===== src/include/cs_card_cmd_regs.vh =====
`ifndef CS_CARD_CMD_REGS_VH
`define CS_CARD_CMD_REGS_VH

// register byte offsets
`define CS_CTRL        8'h00
`define CS_INJECT      8'h04
`define CS_STATUS      8'h08
`define CS_STATE       8'h0c
`define CS_LAST_IX     8'h10
`define CS_LAST_ARG    8'h14
`define CS_INT_STATUS  8'h18
`define CS_INT_MASK    8'h1c
`define CS_ID_BASE     8'h20
`define CS_ID_LAST     8'h3c

// control fields
`define CS_CTRL_PWRUP  0
`define CS_CTRL_LOCKED 1
`define CS_CTRL_ECCDIS 2
`define CS_CTRL_RST    3'h0

// interrupt event bits
`define CS_EV_CMD      0
`define CS_EV_ILL      1
`define CS_EV_CRC      2
`define CS_EV_DONE     3
`define CS_EV_ARB      4
`define CS_EV_W        5

// card status fields
`define CS_ST_CRC      23
`define CS_ST_ILL      22
`define CS_ST_LOCKED   25
`define CS_ST_ECCDIS   14
`define CS_ST_STATE_LO 9
`define CS_ST_CLR_READ 32'hfd3fa000

// card states
`define CS_S_IDLE      4'h0
`define CS_S_READY     4'h1
`define CS_S_IDENT     4'h2
`define CS_S_STBY      4'h3
`define CS_S_TRAN      4'h4
`define CS_S_DATA      4'h5
`define CS_S_RCV       4'h6
`define CS_S_PRG       4'h7
`define CS_S_DIS       4'h8
`define CS_S_INA       4'h9

// step outcome
`define CS_K_IGN       2'h0
`define CS_K_OK        2'h1
`define CS_K_ILL       2'h2

// reply kinds
`define CS_RP_NONE     3'h0
`define CS_RP_SHORT    3'h1
`define CS_RP_CID      3'h2
`define CS_RP_CSD      3'h3
`define CS_RP_VOLT     3'h4

// frame constants
`define CS_VOLT_READY  32'h80ff8000
`define CS_VOLT_BUSY   32'h00ff8000
`define CS_CRC_POLY    7'h09
`define CS_LEN_SHORT   8'h30
`define CS_LEN_LONG    8'h88
`define CS_NCR         8'h02
`define CS_RCA_RST     16'h0001

`endif


===== src/rtl/cs_card_cmd.v =====
`timescale 1ns/1ps
// Notes on behaviour
// - inapplicable command: ignored, no state change, silent
// - illegal command: stay, reply with bit 22
// - ready plus CMD2: win to naming, lose stays
// - addressed CMD7: standby to transfer, parked to programming
// - unaddressed CMD7: transfer/sending to standby, programming parks
// - replies go out serially, MSB first
// - short reply: 0,0,index,status,CRC7,1
// - busy variant identical to short reply
// - long reply: 0,0,reserved,bits 127..1,end bit
// - identity register answers CMD2 and CMD10
// - card-specific data answers CMD9
// - voltage reply: 0,0,reserved,voltage field,reserved,1
// - voltage field fixed; busy clears top bit
// - local 32-bit status sent in short replies
// - response-detected bits set for current reply
// - clear by class: state, next command, read
// - bits 12:9 carry current state code
// - bit 22 illegal, bit 23 command CRC fail
`include "cs_card_cmd_regs.vh"

module cs_card_cmd #(
  parameter AW = 8
) (
  input  wire          aclk,
  input  wire          aresetn,
  input  wire [AW-1:0] s_axi_awaddr,
  input  wire          s_axi_awvalid,
  output reg           s_axi_awready,
  input  wire [31:0]   s_axi_wdata,
  input  wire [3:0]    s_axi_wstrb,
  input  wire          s_axi_wvalid,
  output reg           s_axi_wready,
  output reg  [1:0]    s_axi_bresp,
  output reg           s_axi_bvalid,
  input  wire          s_axi_bready,
  input  wire [AW-1:0] s_axi_araddr,
  input  wire          s_axi_arvalid,
  output reg           s_axi_arready,
  output reg  [31:0]   s_axi_rdata,
  output reg  [1:0]    s_axi_rresp,
  output reg           s_axi_rvalid,
  input  wire          s_axi_rready,
  input  wire          link_clk,
  input  wire          cmd_in,
  output reg           cmd_out,
  output reg           cmd_oe,
  output reg           irq
);

  localparam PH_RX   = 2'h0;
  localparam PH_EXE  = 2'h1;
  localparam PH_WAIT = 2'h2;
  localparam PH_TX   = 2'h3;

  function [6:0] crc7_40;
    input [39:0] d;
    integer i;
    reg [6:0] c;
    reg       fb;
    begin
      c = 7'h00;
      for (i = 39; i >= 0; i = i - 1) begin
        fb = d[i] ^ c[6];
        c  = {c[5:0], 1'b0} ^ (fb ? `CS_CRC_POLY : 7'h00);
      end
      crc7_40 = c;
    end
  endfunction

  // {kind, next state} from index and present state
  function [5:0] cs_step;
    input [5:0] ix;
    input [3:0] s;
    input       addr;
    input       compat;
    input       busy;
    reg [1:0] k;
    reg [3:0] n;
    reg       drp;
    begin
      k   = `CS_K_IGN;
      n   = s;
      drp = (s == `CS_S_DATA) || (s == `CS_S_RCV) || (s == `CS_S_PRG);
      case (ix)
        6'd0: if (s != `CS_S_INA) begin
          k = `CS_K_OK;
          n = `CS_S_IDLE;
        end
        6'd1: if (s == `CS_S_IDLE) begin
          k = `CS_K_OK;
          n = !compat ? `CS_S_INA : (busy ? `CS_S_IDLE : `CS_S_READY);
        end
        6'd2: if (s == `CS_S_READY) begin
          k = `CS_K_OK;
          n = `CS_S_IDENT;
        end
        6'd3: if (s == `CS_S_IDENT) begin
          k = `CS_K_OK;
          n = `CS_S_STBY;
        end
        6'd4, 6'd9, 6'd10: if (s == `CS_S_STBY) k = `CS_K_OK;
        6'd7: if (addr) begin
          if (s == `CS_S_STBY) begin
            k = `CS_K_OK;
            n = `CS_S_TRAN;
          end else if (s == `CS_S_DIS) begin
            k = `CS_K_OK;
            n = `CS_S_PRG;
          end else if (drp || s == `CS_S_TRAN) begin
            k = `CS_K_ILL;
          end
        end else begin
          if (s == `CS_S_TRAN || s == `CS_S_DATA) begin
            k = `CS_K_OK;
            n = `CS_S_STBY;
          end else if (s == `CS_S_PRG) begin
            k = `CS_K_OK;
            n = `CS_S_DIS;
          end
        end
        6'd12: begin
          if (s == `CS_S_DATA) begin
            k = `CS_K_OK;
            n = `CS_S_TRAN;
          end else if (s == `CS_S_RCV) begin
            k = `CS_K_OK;
            n = `CS_S_PRG;
          end else if (s == `CS_S_TRAN || s == `CS_S_PRG || s == `CS_S_DIS) begin
            k = `CS_K_ILL;
          end
        end
        6'd13: if (s >= `CS_S_STBY && s <= `CS_S_DIS) k = `CS_K_OK;
        6'd15: if (s >= `CS_S_STBY && s <= `CS_S_DIS) begin
          k = `CS_K_OK;
          n = `CS_S_INA;
        end
        6'd11, 6'd20, 6'd42: if (s == `CS_S_TRAN) begin
          k = `CS_K_OK;
          n = (ix == 6'd11) ? `CS_S_DATA : `CS_S_RCV;
        end
        6'd24, 6'd25: if (s == `CS_S_TRAN || s == `CS_S_PRG) begin
          k = `CS_K_OK;
          n = `CS_S_RCV;
        end else if (drp) begin
          k = `CS_K_ILL;
        end
        6'd16, 6'd17, 6'd18, 6'd26, 6'd27, 6'd28, 6'd29, 6'd30,
        6'd32, 6'd33, 6'd34, 6'd35, 6'd36, 6'd37, 6'd38: begin
          if (s == `CS_S_TRAN) begin
            k = `CS_K_OK;
            case (ix)
              6'd17, 6'd18, 6'd30:        n = `CS_S_DATA;
              6'd26, 6'd27:               n = `CS_S_RCV;
              6'd28, 6'd29, 6'd38:        n = `CS_S_PRG;
              default:                    n = `CS_S_TRAN;
            endcase
          end else if (drp) begin
            k = `CS_K_ILL;
          end
        end
        default: k = `CS_K_IGN;
      endcase
      cs_step = {k, n};
    end
  endfunction

  // reply kind for a legal command
  function [2:0] cs_reply;
    input [5:0] ix;
    input [3:0] n;
    begin
      case (ix)
        6'd0, 6'd4, 6'd15: cs_reply = `CS_RP_NONE;
        6'd1:  cs_reply = (n == `CS_S_INA) ? `CS_RP_NONE : `CS_RP_VOLT;
        6'd2, 6'd10: cs_reply = `CS_RP_CID;
        6'd9:  cs_reply = `CS_RP_CSD;
        default: cs_reply = `CS_RP_SHORT;
      endcase
    end
  endfunction

  function [31:0] strb_merge;
    input [31:0] old;
    input [31:0] nw;
    input [3:0]  st;
    integer b;
    begin
      strb_merge = old;
      for (b = 0; b < 4; b = b + 1)
        if (st[b]) strb_merge[b*8 +: 8] = nw[b*8 +: 8];
    end
  endfunction

  // software-visible state
  reg  [2:0]  ctrl;
  reg  [31:0] id_mem [0:7];
  reg  [`CS_EV_W-1:0] int_status;
  reg  [`CS_EV_W-1:0] int_mask;
  reg         inj_pulse;
  reg  [31:0] inj_data;

  // link side
  reg         lk_s1, lk_s2, lk_s3;
  reg         cd_s1, cd_s2;
  reg  [1:0]  ph;
  reg  [7:0]  bcnt;
  reg  [7:0]  tx_len;
  reg  [47:0] rx_sh;
  reg  [135:0] tx_sh;
  reg         arb;
  reg         cur_bit;
  reg  [3:0]  card_state;
  reg  [15:0] rca;
  reg  [31:0] err_c;
  reg         crc_f;
  reg  [5:0]  last_ix;
  reg  [31:0] last_arg;
  reg  [`CS_EV_W-1:0] ev;

  wire        rise = lk_s2 & ~lk_s3;
  wire        fall = ~lk_s2 & lk_s3;
  wire [5:0]  f_ix  = rx_sh[45:40];
  wire [31:0] f_arg = rx_sh[39:8];
  wire        f_ok  = rx_sh[46] & rx_sh[0] & (crc7_40(rx_sh[47:8]) == rx_sh[7:1]);
  wire        compat = (f_arg == 32'h0) || ((f_arg & `CS_VOLT_READY) != 32'h0);
  wire        busy   = ~ctrl[`CS_CTRL_PWRUP];
  wire [5:0]  step   = cs_step(f_ix, card_state, f_arg[31:16] == rca, compat, busy);
  wire [1:0]  kind   = step[5:4];
  wire [3:0]  nstate = step[3:0];
  wire [2:0]  rkind  = (kind == `CS_K_ILL) ? `CS_RP_SHORT : cs_reply(f_ix, nstate);
  wire [127:0] card_identity_reg   = {id_mem[0], id_mem[1], id_mem[2], id_mem[3]};
  wire [127:0] card_specific_data_reg   = {id_mem[4], id_mem[5], id_mem[6], id_mem[7]};
  wire [31:0] operating_voltage_reg    = busy ? `CS_VOLT_BUSY : `CS_VOLT_READY;

  // status as sent: class-B flags for this reply, state before the command
  wire [31:0] stat_now = (err_c & `CS_ST_CLR_READ)
                       | ({31'h0, ctrl[`CS_CTRL_LOCKED]} << `CS_ST_LOCKED)
                       | ({31'h0, crc_f} << `CS_ST_CRC)
                       | ({31'h0, kind == `CS_K_ILL} << `CS_ST_ILL)
                       | ({31'h0, ctrl[`CS_CTRL_ECCDIS]} << `CS_ST_ECCDIS)
                       | ({28'h0, card_state} << `CS_ST_STATE_LO);
  wire [39:0] sh_head = {2'b00, f_ix, stat_now};

  // live view for software, no flags pending from a command
  wire [31:0] stat_view = (err_c & `CS_ST_CLR_READ)
                        | ({31'h0, ctrl[`CS_CTRL_LOCKED]} << `CS_ST_LOCKED)
                        | ({31'h0, crc_f} << `CS_ST_CRC)
                        | ({31'h0, ctrl[`CS_CTRL_ECCDIS]} << `CS_ST_ECCDIS)
                        | ({28'h0, card_state} << `CS_ST_STATE_LO);

  always @(posedge aclk) begin
    if (!aresetn) begin
      lk_s1      <= 1'b0;
      lk_s2      <= 1'b0;
      lk_s3      <= 1'b0;
      cd_s1      <= 1'b1;
      cd_s2      <= 1'b1;
      ph         <= PH_RX;
      bcnt       <= 8'h00;
      tx_len     <= 8'h00;
      rx_sh      <= 48'h0;
      tx_sh      <= 136'h0;
      arb        <= 1'b0;
      cur_bit    <= 1'b1;
      card_state <= `CS_S_IDLE;
      rca        <= `CS_RCA_RST;
      err_c      <= 32'h0;
      crc_f      <= 1'b0;
      last_ix    <= 6'h00;
      last_arg   <= 32'h0;
      ev         <= {`CS_EV_W{1'b0}};
      cmd_out    <= 1'b1;
      cmd_oe     <= 1'b0;
    end else begin
      lk_s1 <= link_clk;
      lk_s2 <= lk_s1;
      lk_s3 <= lk_s2;
      cd_s1 <= cmd_in;
      cd_s2 <= cd_s1;
      ev    <= {`CS_EV_W{1'b0}};
      if (inj_pulse)
        err_c <= err_c | (inj_data & `CS_ST_CLR_READ);
      case (ph)
        PH_RX: if (rise) begin
          if (bcnt != 8'h00 || !cd_s2) begin
            rx_sh <= {rx_sh[46:0], cd_s2};
            bcnt  <= (bcnt == `CS_LEN_SHORT - 8'h01) ? 8'h00 : bcnt + 8'h01;
            if (bcnt == `CS_LEN_SHORT - 8'h01)
              ph <= PH_EXE;
          end
        end
        PH_EXE: begin
          ph <= PH_RX;
          if (!f_ok) begin
            crc_f        <= 1'b1;
            ev[`CS_EV_CRC] <= 1'b1;
          end else if (kind != `CS_K_IGN) begin
            ev[`CS_EV_CMD] <= 1'b1;
            ev[`CS_EV_ILL] <= (kind == `CS_K_ILL);
            last_ix  <= f_ix;
            last_arg <= f_arg;
            crc_f    <= 1'b0;
            if (kind == `CS_K_OK)
              card_state <= nstate;
            if (kind == `CS_K_OK && f_ix == 6'd3)
              rca <= f_arg[31:16];
            arb <= (kind == `CS_K_OK) && (f_ix == 6'd2);
            case (rkind)
              `CS_RP_SHORT: begin
                tx_sh  <= {sh_head, crc7_40(sh_head), 1'b1, 88'h0};
                tx_len <= `CS_LEN_SHORT;
                err_c  <= inj_pulse ? (inj_data & `CS_ST_CLR_READ) : 32'h0;
              end
              `CS_RP_CID: begin
                tx_sh  <= {2'b00, 6'h3f, card_identity_reg[127:1], 1'b1};
                tx_len <= `CS_LEN_LONG;
              end
              `CS_RP_CSD: begin
                tx_sh  <= {2'b00, 6'h3f, card_specific_data_reg[127:1], 1'b1};
                tx_len <= `CS_LEN_LONG;
              end
              `CS_RP_VOLT: begin
                tx_sh  <= {2'b00, 6'h3f, operating_voltage_reg, 7'h7f, 1'b1, 88'h0};
                tx_len <= `CS_LEN_SHORT;
              end
              default: tx_len <= 8'h00;
            endcase
            if (rkind != `CS_RP_NONE)
              ph <= PH_WAIT;
          end
        end
        PH_WAIT: if (fall) begin
          // gap before the reply, counted in link clocks
          if (bcnt == `CS_NCR - 8'h01) begin
            ph      <= PH_TX;
            bcnt    <= 8'h01;
            cur_bit <= tx_sh[135];
            cmd_out <= tx_sh[135];
            cmd_oe  <= arb ? ~tx_sh[135] : 1'b1;
            tx_sh   <= {tx_sh[134:0], 1'b0};
          end else begin
            bcnt <= bcnt + 8'h01;
          end
        end
        PH_TX: begin
          if (rise && arb && cur_bit && !cd_s2) begin
            // another card pulled the line low: lost arbitration
            card_state     <= `CS_S_READY;
            cmd_oe         <= 1'b0;
            cmd_out        <= 1'b1;
            ph             <= PH_RX;
            bcnt           <= 8'h00;
            arb            <= 1'b0;
            ev[`CS_EV_ARB] <= 1'b1;
          end else if (fall) begin
            if (bcnt == tx_len) begin
              cmd_oe          <= 1'b0;
              cmd_out         <= 1'b1;
              ph              <= PH_RX;
              bcnt            <= 8'h00;
              arb             <= 1'b0;
              ev[`CS_EV_DONE] <= 1'b1;
            end else begin
              bcnt    <= bcnt + 8'h01;
              cur_bit <= tx_sh[135];
              cmd_out <= tx_sh[135];
              cmd_oe  <= arb ? ~tx_sh[135] : 1'b1;
              tx_sh   <= {tx_sh[134:0], 1'b0};
            end
          end
        end
        default: ph <= PH_RX;
      endcase
    end
  end

  // register bus
  reg [AW-1:0] aw_addr;
  reg          aw_full;
  reg [31:0]   w_data;
  reg [3:0]    w_strb;
  reg          w_full;
  integer      k;
  wire         aw_id = (aw_addr >= `CS_ID_BASE) && (aw_addr <= `CS_ID_LAST);
  wire         ar_id = (s_axi_araddr >= `CS_ID_BASE) && (s_axi_araddr <= `CS_ID_LAST);
  wire [2:0]   aw_ix = aw_addr[4:2];
  wire [2:0]   ar_ix = s_axi_araddr[4:2];
  wire [31:0]  ctrl_wr = strb_merge({29'h0, ctrl}, w_data, w_strb);

  always @(posedge aclk) begin
    if (!aresetn) begin
      s_axi_awready <= 1'b1;
      s_axi_wready  <= 1'b1;
      s_axi_bvalid  <= 1'b0;
      s_axi_bresp   <= 2'b00;
      s_axi_arready <= 1'b1;
      s_axi_rvalid  <= 1'b0;
      s_axi_rresp   <= 2'b00;
      s_axi_rdata   <= 32'h0;
      aw_addr       <= {AW{1'b0}};
      aw_full       <= 1'b0;
      w_data        <= 32'h0;
      w_strb        <= 4'h0;
      w_full        <= 1'b0;
      ctrl          <= `CS_CTRL_RST;
      int_status    <= {`CS_EV_W{1'b0}};
      int_mask      <= {`CS_EV_W{1'b0}};
      inj_pulse     <= 1'b0;
      inj_data      <= 32'h0;
      irq           <= 1'b0;
      for (k = 0; k < 8; k = k + 1)
        id_mem[k] <= 32'h0;
    end else begin
      inj_pulse <= 1'b0;
      irq       <= |(int_status & int_mask);
      if (s_axi_awvalid && s_axi_awready) begin
        aw_addr       <= s_axi_awaddr;
        aw_full       <= 1'b1;
        s_axi_awready <= 1'b0;
      end
      if (s_axi_wvalid && s_axi_wready) begin
        w_data       <= s_axi_wdata;
        w_strb       <= s_axi_wstrb;
        w_full       <= 1'b1;
        s_axi_wready <= 1'b0;
      end
      // set wins over the write-one clear
      int_status <= int_status | ev;
      if (aw_full && w_full && !s_axi_bvalid) begin
        aw_full       <= 1'b0;
        w_full        <= 1'b0;
        s_axi_awready <= 1'b1;
        s_axi_wready  <= 1'b1;
        s_axi_bvalid  <= 1'b1;
        s_axi_bresp   <= 2'b00;
        if (aw_id) begin
          id_mem[aw_ix] <= strb_merge(id_mem[aw_ix], w_data, w_strb);
        end else begin
          case (aw_addr)
            `CS_CTRL:       ctrl <= ctrl_wr[2:0];
            `CS_INJECT: begin
              inj_pulse <= 1'b1;
              inj_data  <= strb_merge(32'h0, w_data, w_strb);
            end
            `CS_INT_STATUS: int_status <= (int_status & ~w_data[`CS_EV_W-1:0]) | ev;
            `CS_INT_MASK:   int_mask <= w_data[`CS_EV_W-1:0];
            `CS_STATUS, `CS_STATE, `CS_LAST_IX, `CS_LAST_ARG: s_axi_bresp <= 2'b00;
            default:        s_axi_bresp <= 2'b10;
          endcase
        end
      end
      if (s_axi_bvalid && s_axi_bready)
        s_axi_bvalid <= 1'b0;
      if (s_axi_arvalid && s_axi_arready) begin
        s_axi_arready <= 1'b0;
        s_axi_rvalid  <= 1'b1;
        s_axi_rresp   <= 2'b00;
        if (ar_id) begin
          s_axi_rdata <= id_mem[ar_ix];
        end else begin
          case (s_axi_araddr)
            `CS_CTRL:       s_axi_rdata <= {29'h0, ctrl};
            `CS_STATUS:     s_axi_rdata <= stat_view;
            `CS_STATE:      s_axi_rdata <= {rca, 12'h0, card_state};
            `CS_LAST_IX:    s_axi_rdata <= {26'h0, last_ix};
            `CS_LAST_ARG:   s_axi_rdata <= last_arg;
            `CS_INT_STATUS: s_axi_rdata <= {27'h0, int_status};
            `CS_INT_MASK:   s_axi_rdata <= {27'h0, int_mask};
            `CS_INJECT:     s_axi_rdata <= 32'h0;
            default: begin
              s_axi_rdata <= 32'h0;
              s_axi_rresp <= 2'b10;
            end
          endcase
        end
      end
      if (s_axi_rvalid && s_axi_rready) begin
        s_axi_rvalid  <= 1'b0;
        s_axi_arready <= 1'b1;
      end
    end
  end

endmodule


===== config.mk =====
export PLATFORM = sky130hd
export DESIGN_NAME = cs_card_cmd
export DESIGN_NICKNAME = d
export VERILOG_FILES = /design/src/rtl/cs_card_cmd.v
export VERILOG_INCLUDE_DIRS = /design/src /design/src/include
export SDC_FILE = /design/constraint.sdc
export NUM_CORES = 2
export LEC_CHECK = 0
export ABC_AREA = 1
export BUFFER_PORTS_ARGS = -buffer_cell sky130_fd_sc_hd__buf_2
export CORE_ASPECT_RATIO = 1.75
export CORE_MARGIN = 2
export CORE_UTILIZATION = 55
export DETAILED_ROUTE_END_ITERATION = 10
export PLACE_DENSITY = 0.72
export RECOVER_POWER = 50
export SLEW_MARGIN = 20
export SYNTH_ARGS = -nofsm -noshare
export SYNTH_HDL_FRONTEND = slang
export SYNTH_SLANG_ARGS = --single-unit

===== constraint.sdc =====
create_clock -name aclk -period 3.5 [get_ports aclk]
set_clock_uncertainty 0.05 [all_clocks]
set_input_delay 0.175 -clock aclk [delete_from_list [all_inputs] [get_ports aclk]]
set_output_delay 0.175 -clock aclk [all_outputs]
set_load 0.01 [all_outputs]

* Yosys cells after proc, flatten, opt, wreduce, memory -nomap -nowiden *
Memory sizes are Yosys's and may differ from the RTL's.
Cells that the tools add are included.

word-level totals
  register bits after elaboration = 441
  bits in writable memories = 256
  input port bits = 61
  output and inout port bits = 44
  logic and storage cells = 630
  memories kept = 1

memories
  memory  words  width  rd ports  clocked after Yosys merged registers in  wr ports  RTL line           RTL
  id_mem  8      32     9         0                                        8         cs_card_cmd.v:198  reg [31:0] id_mem [0:7];

operators by class
  $add $sub $neg = 1
  order comparisons = 6
  eq/ne operators = 88
  multiplexer cells = 231
  bitwise gates (word level) = 177
  reduce and logical (&&, ||, !) cells = 82

operators with widths
  operator              count
  $mux W136             7
  $pmux W136 S4         1
  $xor A7 B4 Y7         72
  $pmux W136 S3         1
  $mux W4               99
  $mux W32              9
  $mux W8               28
  $pmux W32 S7          1
  $xor A1 B1 Y1         70
  $eq A6 B5 Y1 const B  11
  $eq A8 B5 Y1 const B  8
  $or A32 B13 Y32       2
  $or A32 B15 Y32       2
  $mux W2               26
  $eq A6 B6 Y1 const B  8
  $mux W1               41
  $pmux W4 S10          1
  $eq A6 B4 Y1 const B  6
  $eq A8 B4 Y1 const B  4
  $logic_not A32 Y1     1
  $or A32 B23 Y32       1
  $or A32 B24 Y32       1
  $or A32 B26 Y32       1
  $or A32 B32 Y32       1
  71 further kinds      183

* Depth between registers and ports, before layout *
  word-level depth = 117
  gate-level depth with buffers = 37
  depth with buffers taken out = 35

* Worst setup path before layout *
Ideal clock, no wire load.

  path kind = reg-to-reg
  start point = register rx_sh[43]
  end point = register tx_sh[33]
  arrival time = 3.036 ns
  path slack = 0.299 ns
  cell stages (with the launch flop) = 36
  cells stage by stage = dfxtp_1 > buf_6 > nand2_2 > inv_2 > nor2_1 > nand2_2 > nand2_2 > nand2_1 > nand2_1 > nand2_1 > nand2_1 > nand2_1 > nand2_1 > inv_2 > nand2_1 > nand2_1 > nand2_2 > nand2_2 > nand2_1 > nand3_1 > nand2_1 > nand2_1 > nand2_1 > nand2_1 > nand2_2 > nand2_1 > nand2_1 > nand2_2 > nor2_4 > nand2_2 > nand2_4 > buf_6 > buf_6 > nand3_1 > nand2_1 > nor2_1

on the way
  cells in the longest elaborated chain, start to end = 58
  elaborated cells on any way between the ends = 157
  those cells by class = eq/ne: 40; mux: 40; bitwise: 64; reduce/logical: 13

RTL lines
  what                                            RTL line                            RTL
  start, declared                                 cs_card_cmd.v:210                   reg [47:0] rx_sh;
  start signal, assigned                          cs_card_cmd.v:288                   rx_sh <= {rx_sh[46:0], cd_s2};
  $xor A1 B1 Y1                                   cs_card_cmd.v:65                    fb = d[i] ^ c[6];
  $mux W4                                         cs_card_cmd.v:66                    c = {c[5:0], 1'b0} ^ (fb ? `CS_CRC_POLY : 7'h00);
  $xor A7 B4 Y7 (4 in a row)                      cs_card_cmd.v:66
  $xor A1 B1 Y1 or $xor A7 B4 Y7 (tied branches)  cs_card_cmd.v:65, cs_card_cmd.v:66
  $mux W4 or $xor A7 B4 Y7 (tied branches)        cs_card_cmd.v:66
  $xor A7 B4 Y7                                   cs_card_cmd.v:66
  $xor A7 B4 Y7 or $xor A1 B1 Y1 (tied branches)  cs_card_cmd.v:66, cs_card_cmd.v:65
  $xor A7 B4 Y7 or $mux W4 (tied branches)        cs_card_cmd.v:66
  [... 39 more ...]                               -
  $xor A7 B4 Y7                                   cs_card_cmd.v:66
  $xor A1 B1 Y1 or $xor A7 B4 Y7 (tied branches)  cs_card_cmd.v:65, cs_card_cmd.v:66
  $mux W4 or $xor A7 B4 Y7 (tied branches)        cs_card_cmd.v:66
  $xor A7 B4 Y7                                   cs_card_cmd.v:66
  $eq A7 B7 Y1                                    cs_card_cmd.v:226                   wire f_ok = rx_sh[46] & rx_sh[0] & (crc7_40(rx_sh[47:8]) == rx_sh[7:1]);
  $and A1 B1 Y1                                   cs_card_cmd.v:226
  $ne A2 B2 Y1 (no source line)                   -
  $reduce_and A9 Y1 (no source line)              -
  end signal, assigned                            cs_card_cmd.v:312                   tx_sh <= {sh_head, crc7_40(sh_head), 1'b1, 88'h0};
  end signal, assigned                            cs_card_cmd.v:317                   tx_sh <= {2'b00, 6'h3f, card_identity_reg[127:1], 1'b1};
  end signal, assigned                            cs_card_cmd.v:321                   tx_sh <= {2'b00, 6'h3f, card_specific_data_reg[127:1], 1'b1};
  end, declared                                   cs_card_cmd.v:211                   reg [135:0] tx_sh;

Parallel ways exist; a longest one is shown, timed or not. The select of a mux whose other input is x is not followed.
A chain may end at the register's enable or synchronous reset.

* Worst setup path after layout *
  start point = register rx_sh[47]
  end point = register tx_sh[15]

on the way
  cells in the longest elaborated chain, start to end = 62
  elaborated cells on any way between the ends = 104
  those cells by class = eq/ne: 2; mux: 31; bitwise: 70; reduce/logical: 1

RTL lines
  what                                            RTL line
  $mux W4 (*)                                     cs_card_cmd.v:66
  $xor A5 B4 Y5 (*)                               cs_card_cmd.v:66
  $xor A6 B4 Y6 (*)                               cs_card_cmd.v:66
  $xor A7 B4 Y7 (*)                               cs_card_cmd.v:66
  $xor A1 B1 Y1 or $xor A7 B4 Y7 (tied branches)  cs_card_cmd.v:65, cs_card_cmd.v:66
  $mux W4 or $xor A7 B4 Y7 (tied branches)        cs_card_cmd.v:66
  $xor A7 B4 Y7 (*) (4 in a row)                  cs_card_cmd.v:66
  $xor A1 B1 Y1 or $xor A7 B4 Y7 (tied branches)  cs_card_cmd.v:65, cs_card_cmd.v:66
  [... 37 more ...]                               -
  $xor A7 B4 Y7 (*) (7 in a row)                  cs_card_cmd.v:66
  $xor A1 B1 Y1 or $xor A7 B4 Y7 (tied branches)  cs_card_cmd.v:65, cs_card_cmd.v:66
  $mux W4 or $xor A7 B4 Y7 (tied branches)        cs_card_cmd.v:66
  $xor A7 B4 Y7 (*)                               cs_card_cmd.v:66
  $eq A7 B7 Y1 (*)                                cs_card_cmd.v:226
  $and A1 B1 Y1 (*)                               cs_card_cmd.v:226
  $ne A2 B2 Y1 (no source line) (*)               -
  $reduce_and A9 Y1 (no source line) (*)          -

Mark *: on every way between the ends. The rest lies on a longest branch, timed or not.

==> flow_results.xml <==
<?xml version="1.0" encoding="UTF-8"?>
<metrics>
  <group name="run_status">
    <metric name="run_status" unit="">finished, violations left</metric>
    <metric name="violations" unit="">max-capacitance violations, max-slew violations, negative setup slack</metric>
  </group>
  <group name="yosys">
    <metric name="sequential_to_total_area_share_from_yosys_stat" unit="">0.474</metric>
    <metric name="post_synth_main_area_contributors" unit="">dfxtp_1, edfxtp_1, nand2_1, nor2_1, a21oi_1</metric>
    <metric name="syn-instance-count" unit="">4299</metric>
    <metric name="yosysMostFrequentCell" unit="">nand2_1</metric>
    <metric name="postSynthRegisterBits" unit="">655</metric>
    <metric name="asyncSetResetFlopFracSynth" unit="">0</metric>
    <metric name="synthFlopType" unit="">dfxtp_1</metric>
    <metric name="synth_enable_flop_cells" unit="">256</metric>
    <metric name="synth_area_leader_cell" unit="">dfxtp_1</metric>
    <metric name="ys_types" unit="">54</metric>
    <metric name="synth.top_cells.by_count" unit="">nand2_1, nor2_1, dfxtp_1</metric>
    <metric name="synth.avg_cell_area" unit="um2">7.70</metric>
    <metric name="share_of_the_synthesized_area_in_the_top_cell_type" unit="">0.241</metric>
    <metric name="mapped_area" unit="um2">33100</metric>
    <metric name="synth-warning-count" unit="">0</metric>
  </group>
  <group name="sta">
    <metric name="final-hold-violation-count" unit="">0</metric>
    <metric name="final_max_slew_viol_count" unit="">32</metric>
    <metric name="grt_setup_unrepaired" unit="">true</metric>
    <metric name="final_period_minus_worst_setup_slack" unit="ns">3.98</metric>
    <metric name="fin_setup_tns" unit="ns">-79.78</metric>
    <metric name="clock.fmax" unit="MHz">251</metric>
    <metric name="setup_viol" unit="">217</metric>
    <metric name="final_setup_slack_of_the_worst_path" unit="ns">-0.485</metric>
    <metric name="period_share" unit="">1.14</metric>
    <metric name="timing.slew.headroom" unit="">-0.403</metric>
    <metric name="worst_pin_slew" unit="ns">2.10</metric>
  </group>
  <group name="place">
    <metric name="dp.final_hpwl" unit="um">85300</metric>
    <metric name="placed_area" unit="um2">36300</metric>
    <metric name="port_buffers" unit="">102</metric>
    <metric name="dp_cells" unit="">5263</metric>
    <metric name="gp_congestion" unit="">1.04</metric>
  </group>
  <group name="pwr">
    <metric name="power.share.sequential" unit="">0.438</metric>
    <metric name="cellInternalPower" unit="W">0.0132</metric>
    <metric name="p_leak" unit="nW">17.5</metric>
    <metric name="power_switching_share" unit="">0.295</metric>
    <metric name="power.density_cell_area" unit="nW/um2">433</metric>
    <metric name="switchingPower" unit="W">0.00552</metric>
    <metric name="clock_power_share" unit="">0.370</metric>
    <metric name="power.ir.vdd_worst" unit="uV">404</metric>
    <metric name="p_comb_frac" unit="">0.193</metric>
    <metric name="post-layout-total-power" unit="W">0.0187</metric>
  </group>
  <group name="clocking">
    <metric name="clock_sinks" unit="">655</metric>
    <metric name="insertion_delay_of_the_later_clocked_pin_in_the_worst_skew_pair" unit="ns">0.67</metric>
    <metric name="clock_tree_from_tritoncts" unit="">built</metric>
    <metric name="tritoncts_buffer_count" unit="">58</metric>
    <metric name="cts.htree.levels" unit="">2</metric>
    <metric name="clockBufferDepth" unit="">3</metric>
    <metric name="clock_pin_transition_on_the_worst_setup_and_hold_timing_paths" unit="ns">0.07</metric>
    <metric name="clk_root_buffer_cell" unit="">clkbuf_16</metric>
  </group>
  <group name="global_route">
    <metric name="grt_max_degree" unit="">107</metric>
    <metric name="antenna_violations_before_repair" unit="">11</metric>
    <metric name="grt_overflow" unit="">0</metric>
    <metric name="grt.total_usage" unit="">0.397</metric>
    <metric name="grt_util_met2" unit="">0.678</metric>
    <metric name="gr-usage-met3" unit="">0.0849</metric>
    <metric name="groute.layer.met1.usage" unit="">0.407</metric>
    <metric name="grt_pass1_vias" unit="">32300</metric>
    <metric name="most_used_routing_layer_in_global_routing" unit="">met2</metric>
    <metric name="wire_length_of_the_first_global_routing_pass" unit="um">188000</metric>
  </group>
  <group name="hold_path">
    <metric name="hold_depth" unit="">4</metric>
    <metric name="hold_path.class" unit="">in -&gt; reg</metric>
  </group>
  <group name="layout">
    <metric name="fin_util" unit="">0.721</metric>
    <metric name="final-instance-count-excl-fill" unit="">5534</metric>
    <metric name="ff_latch_area" unit="um2">15700</metric>
    <metric name="post_layout_inst_area" unit="um2">43200</metric>
    <metric name="num-fill-cells" unit="">4506</metric>
    <metric name="nNetsFinal" unit="">4757</metric>
    <metric name="areaGrowthSynthToFinish" unit="%">30.5</metric>
    <metric name="post_route_cells_drive_above_1_share" unit="">0.235</metric>
    <metric name="multi_input_area" unit="um2">17000</metric>
  </group>
  <group name="critical_path">
    <metric name="arrival" unit="ns">4.51</metric>
    <metric name="path_class" unit="">reg -&gt; reg</metric>
    <metric name="critPathSlowestCell" unit="">dfxtp_4</metric>
    <metric name="critical-path-max-stage-delay" unit="ns">0.38</metric>
    <metric name="worstSetupStartpointType" unit="">register</metric>
    <metric name="crit_required" unit="ns">4.03</metric>
    <metric name="ff2ff_setup_slack" unit="ns">-0.48</metric>
    <metric name="cp_common_cell" unit="">nand2_2</metric>
    <metric name="rr_worst_depth" unit="">30</metric>
    <metric name="path_max_fanout" unit="">8</metric>
    <metric name="critPathCaptureType" unit="">register</metric>
  </group>
  <group name="floorplanning">
    <metric name="floorplan.die.height" unit="um">329</metric>
    <metric name="coreArea" unit="um2">59900</metric>
    <metric name="placement_rows" unit="">119</metric>
    <metric name="die-width" unit="um">189</metric>
    <metric name="io_pins" unit="">105</metric>
    <metric name="die-area" unit="um2">62200</metric>
    <metric name="initial_core_util" unit="">0.553</metric>
  </group>
  <group name="drt">
    <metric name="drt_first_iter_violations" unit="">3668</metric>
    <metric name="drtAntennaViolNets" unit="">0</metric>
    <metric name="routed-via-count" unit="">34210</metric>
    <metric name="detail_route.wl_per_cell" unit="um">24.0</metric>
    <metric name="drc" unit="">0</metric>
    <metric name="wirelength" unit="um">133000</metric>
    <metric name="avgViaCountPerCell" unit="">6.18</metric>
    <metric name="detailedRoute.firstPassIterationCount" unit="">6</metric>
  </group>
  <group name="job">
    <metric name="max_cap_viols" unit="">1</metric>
  </group>
</metrics>
## power by group through the flow
stage	clock, W	combinational [W]	sequential, W
3_3_place_gp	0	0.00250	0.00835
6_report	0.00692	0.00361	0.00819
5_1_grt	0.00721	0.00382	0.00820
4_1_cts	0.00689	0.00304	0.00818
3_5_place_dp	0	0.00251	0.00835
2_1_floorplan	0	0.00148	0.00834
## timing repair
| action | 4_1_cts | 5_1_grt |
|---|---|---|
| buffers inserted | 50 | 13 |
| endpoints found under the hold margin | 58 | 0 |
| gates resized for setup | 372 | 327 |
| hold buffers | 56 | 0 |
| setup endpoints to repair | 217 | 217 |
| gates cloned | 23 | 20 |
| pin swaps | 84 | 127 |
## critical path, delay by kind of cell (launching register included)
family / cells / cell delay (ns)
simple gates: 22 / 2.34
buf+inv: 6 / 0.79
flops: 1 / 0.38
compound gates: 1 / 0.05
xor+xnor: 1 / 0.24
## layout by cell type, fill, tap and decap left out, types with 38 or more instances in the layout
cell,instances
clkinv_1,38
buf_4,324
mux2i_1,79
a22oi_1,47
buf_12,41
o22ai_1,129
dfxtp_1,386
nand3_1,212
nand2_2,98
nor2_1,584
buf_2,59
inv_1,373
a221oi_1,38
clkbuf_16,78
clkbuf_1,50
nand2_1,635
o21ai_0,196
dlygate4sd3_1,56
a21oi_1,281
nand3_2,94
a21oi_2,71
nand2_4,70
edfxtp_1,256
nand4_1,45
## final timing paths
path	from	end
min reg2reg	cd_s1	cd_s2
max reg2reg	rx_sh[47]	tx_sh[15]
max	rx_sh[47]	tx_sh[15]
min	s_axi_arvalid	s_axi_arready
## stage by stage
stage,worst slack (ns),hold slack (ns)
floorplan,0.299,0.223
global placement,-0.455,0.309
detailed placement,-0.509,0.308
CTS,-0.176,0.00577
global route,-0.559,0.0667
finish,-0.485,0.0241
## registers in the layout (all words and copies together), names as in the netlist, 2 cells and up, named ones only
signal,cells
tx_len,2
rca,16
ctrl,3
w_data,32
ev,5
int_status,5
s_axi_rdata,32
last_arg,32
w_strb,4
inj_data,15
last_ix,6
rx_sh,48
bcnt,8
card_state,4
err_c,15
aw_addr,8
id_mem,256
int_mask,5
tx_sh,136
## metal layers
layer	vias to the layer above	routed length, um
met5	-	103
met4	12	14700
met3	744	12300
met2	2032	63500
met1	16063	42000
li1	15359	-
## layout make-up
cell class,instances,share of cell area
diodes,6,0.000348
multi-input cells,2935,0.393
clock buffers,80,0.0398
repair inverters,2,0.000522
flip-flops and latches,655,0.364
well taps,786,0.0228
clock inverters,29,0.00701
repair buffers,593,0.132
inverters,448,0.0406
## kinds of logic (layout without fill, tap and decap cells)
family / Yosys count / in the layout / share of synthesized area
compound gates: 921 / 921 / 0.163
xor+xnor: 53 / 53 / 0.0140
fa+ha+maj: 3 / 3 / 0.00113
buf+inv: 710 / 1152 / 0.0890
flops: 655 / 655 / 0.474
mux: 79 / 79 / 0.0239
other cells: 1 / 8 / 0.000113
simple gates: 1877 / 1877 / 0.235
No activity file was read; power rests on OpenSTA's default activity.
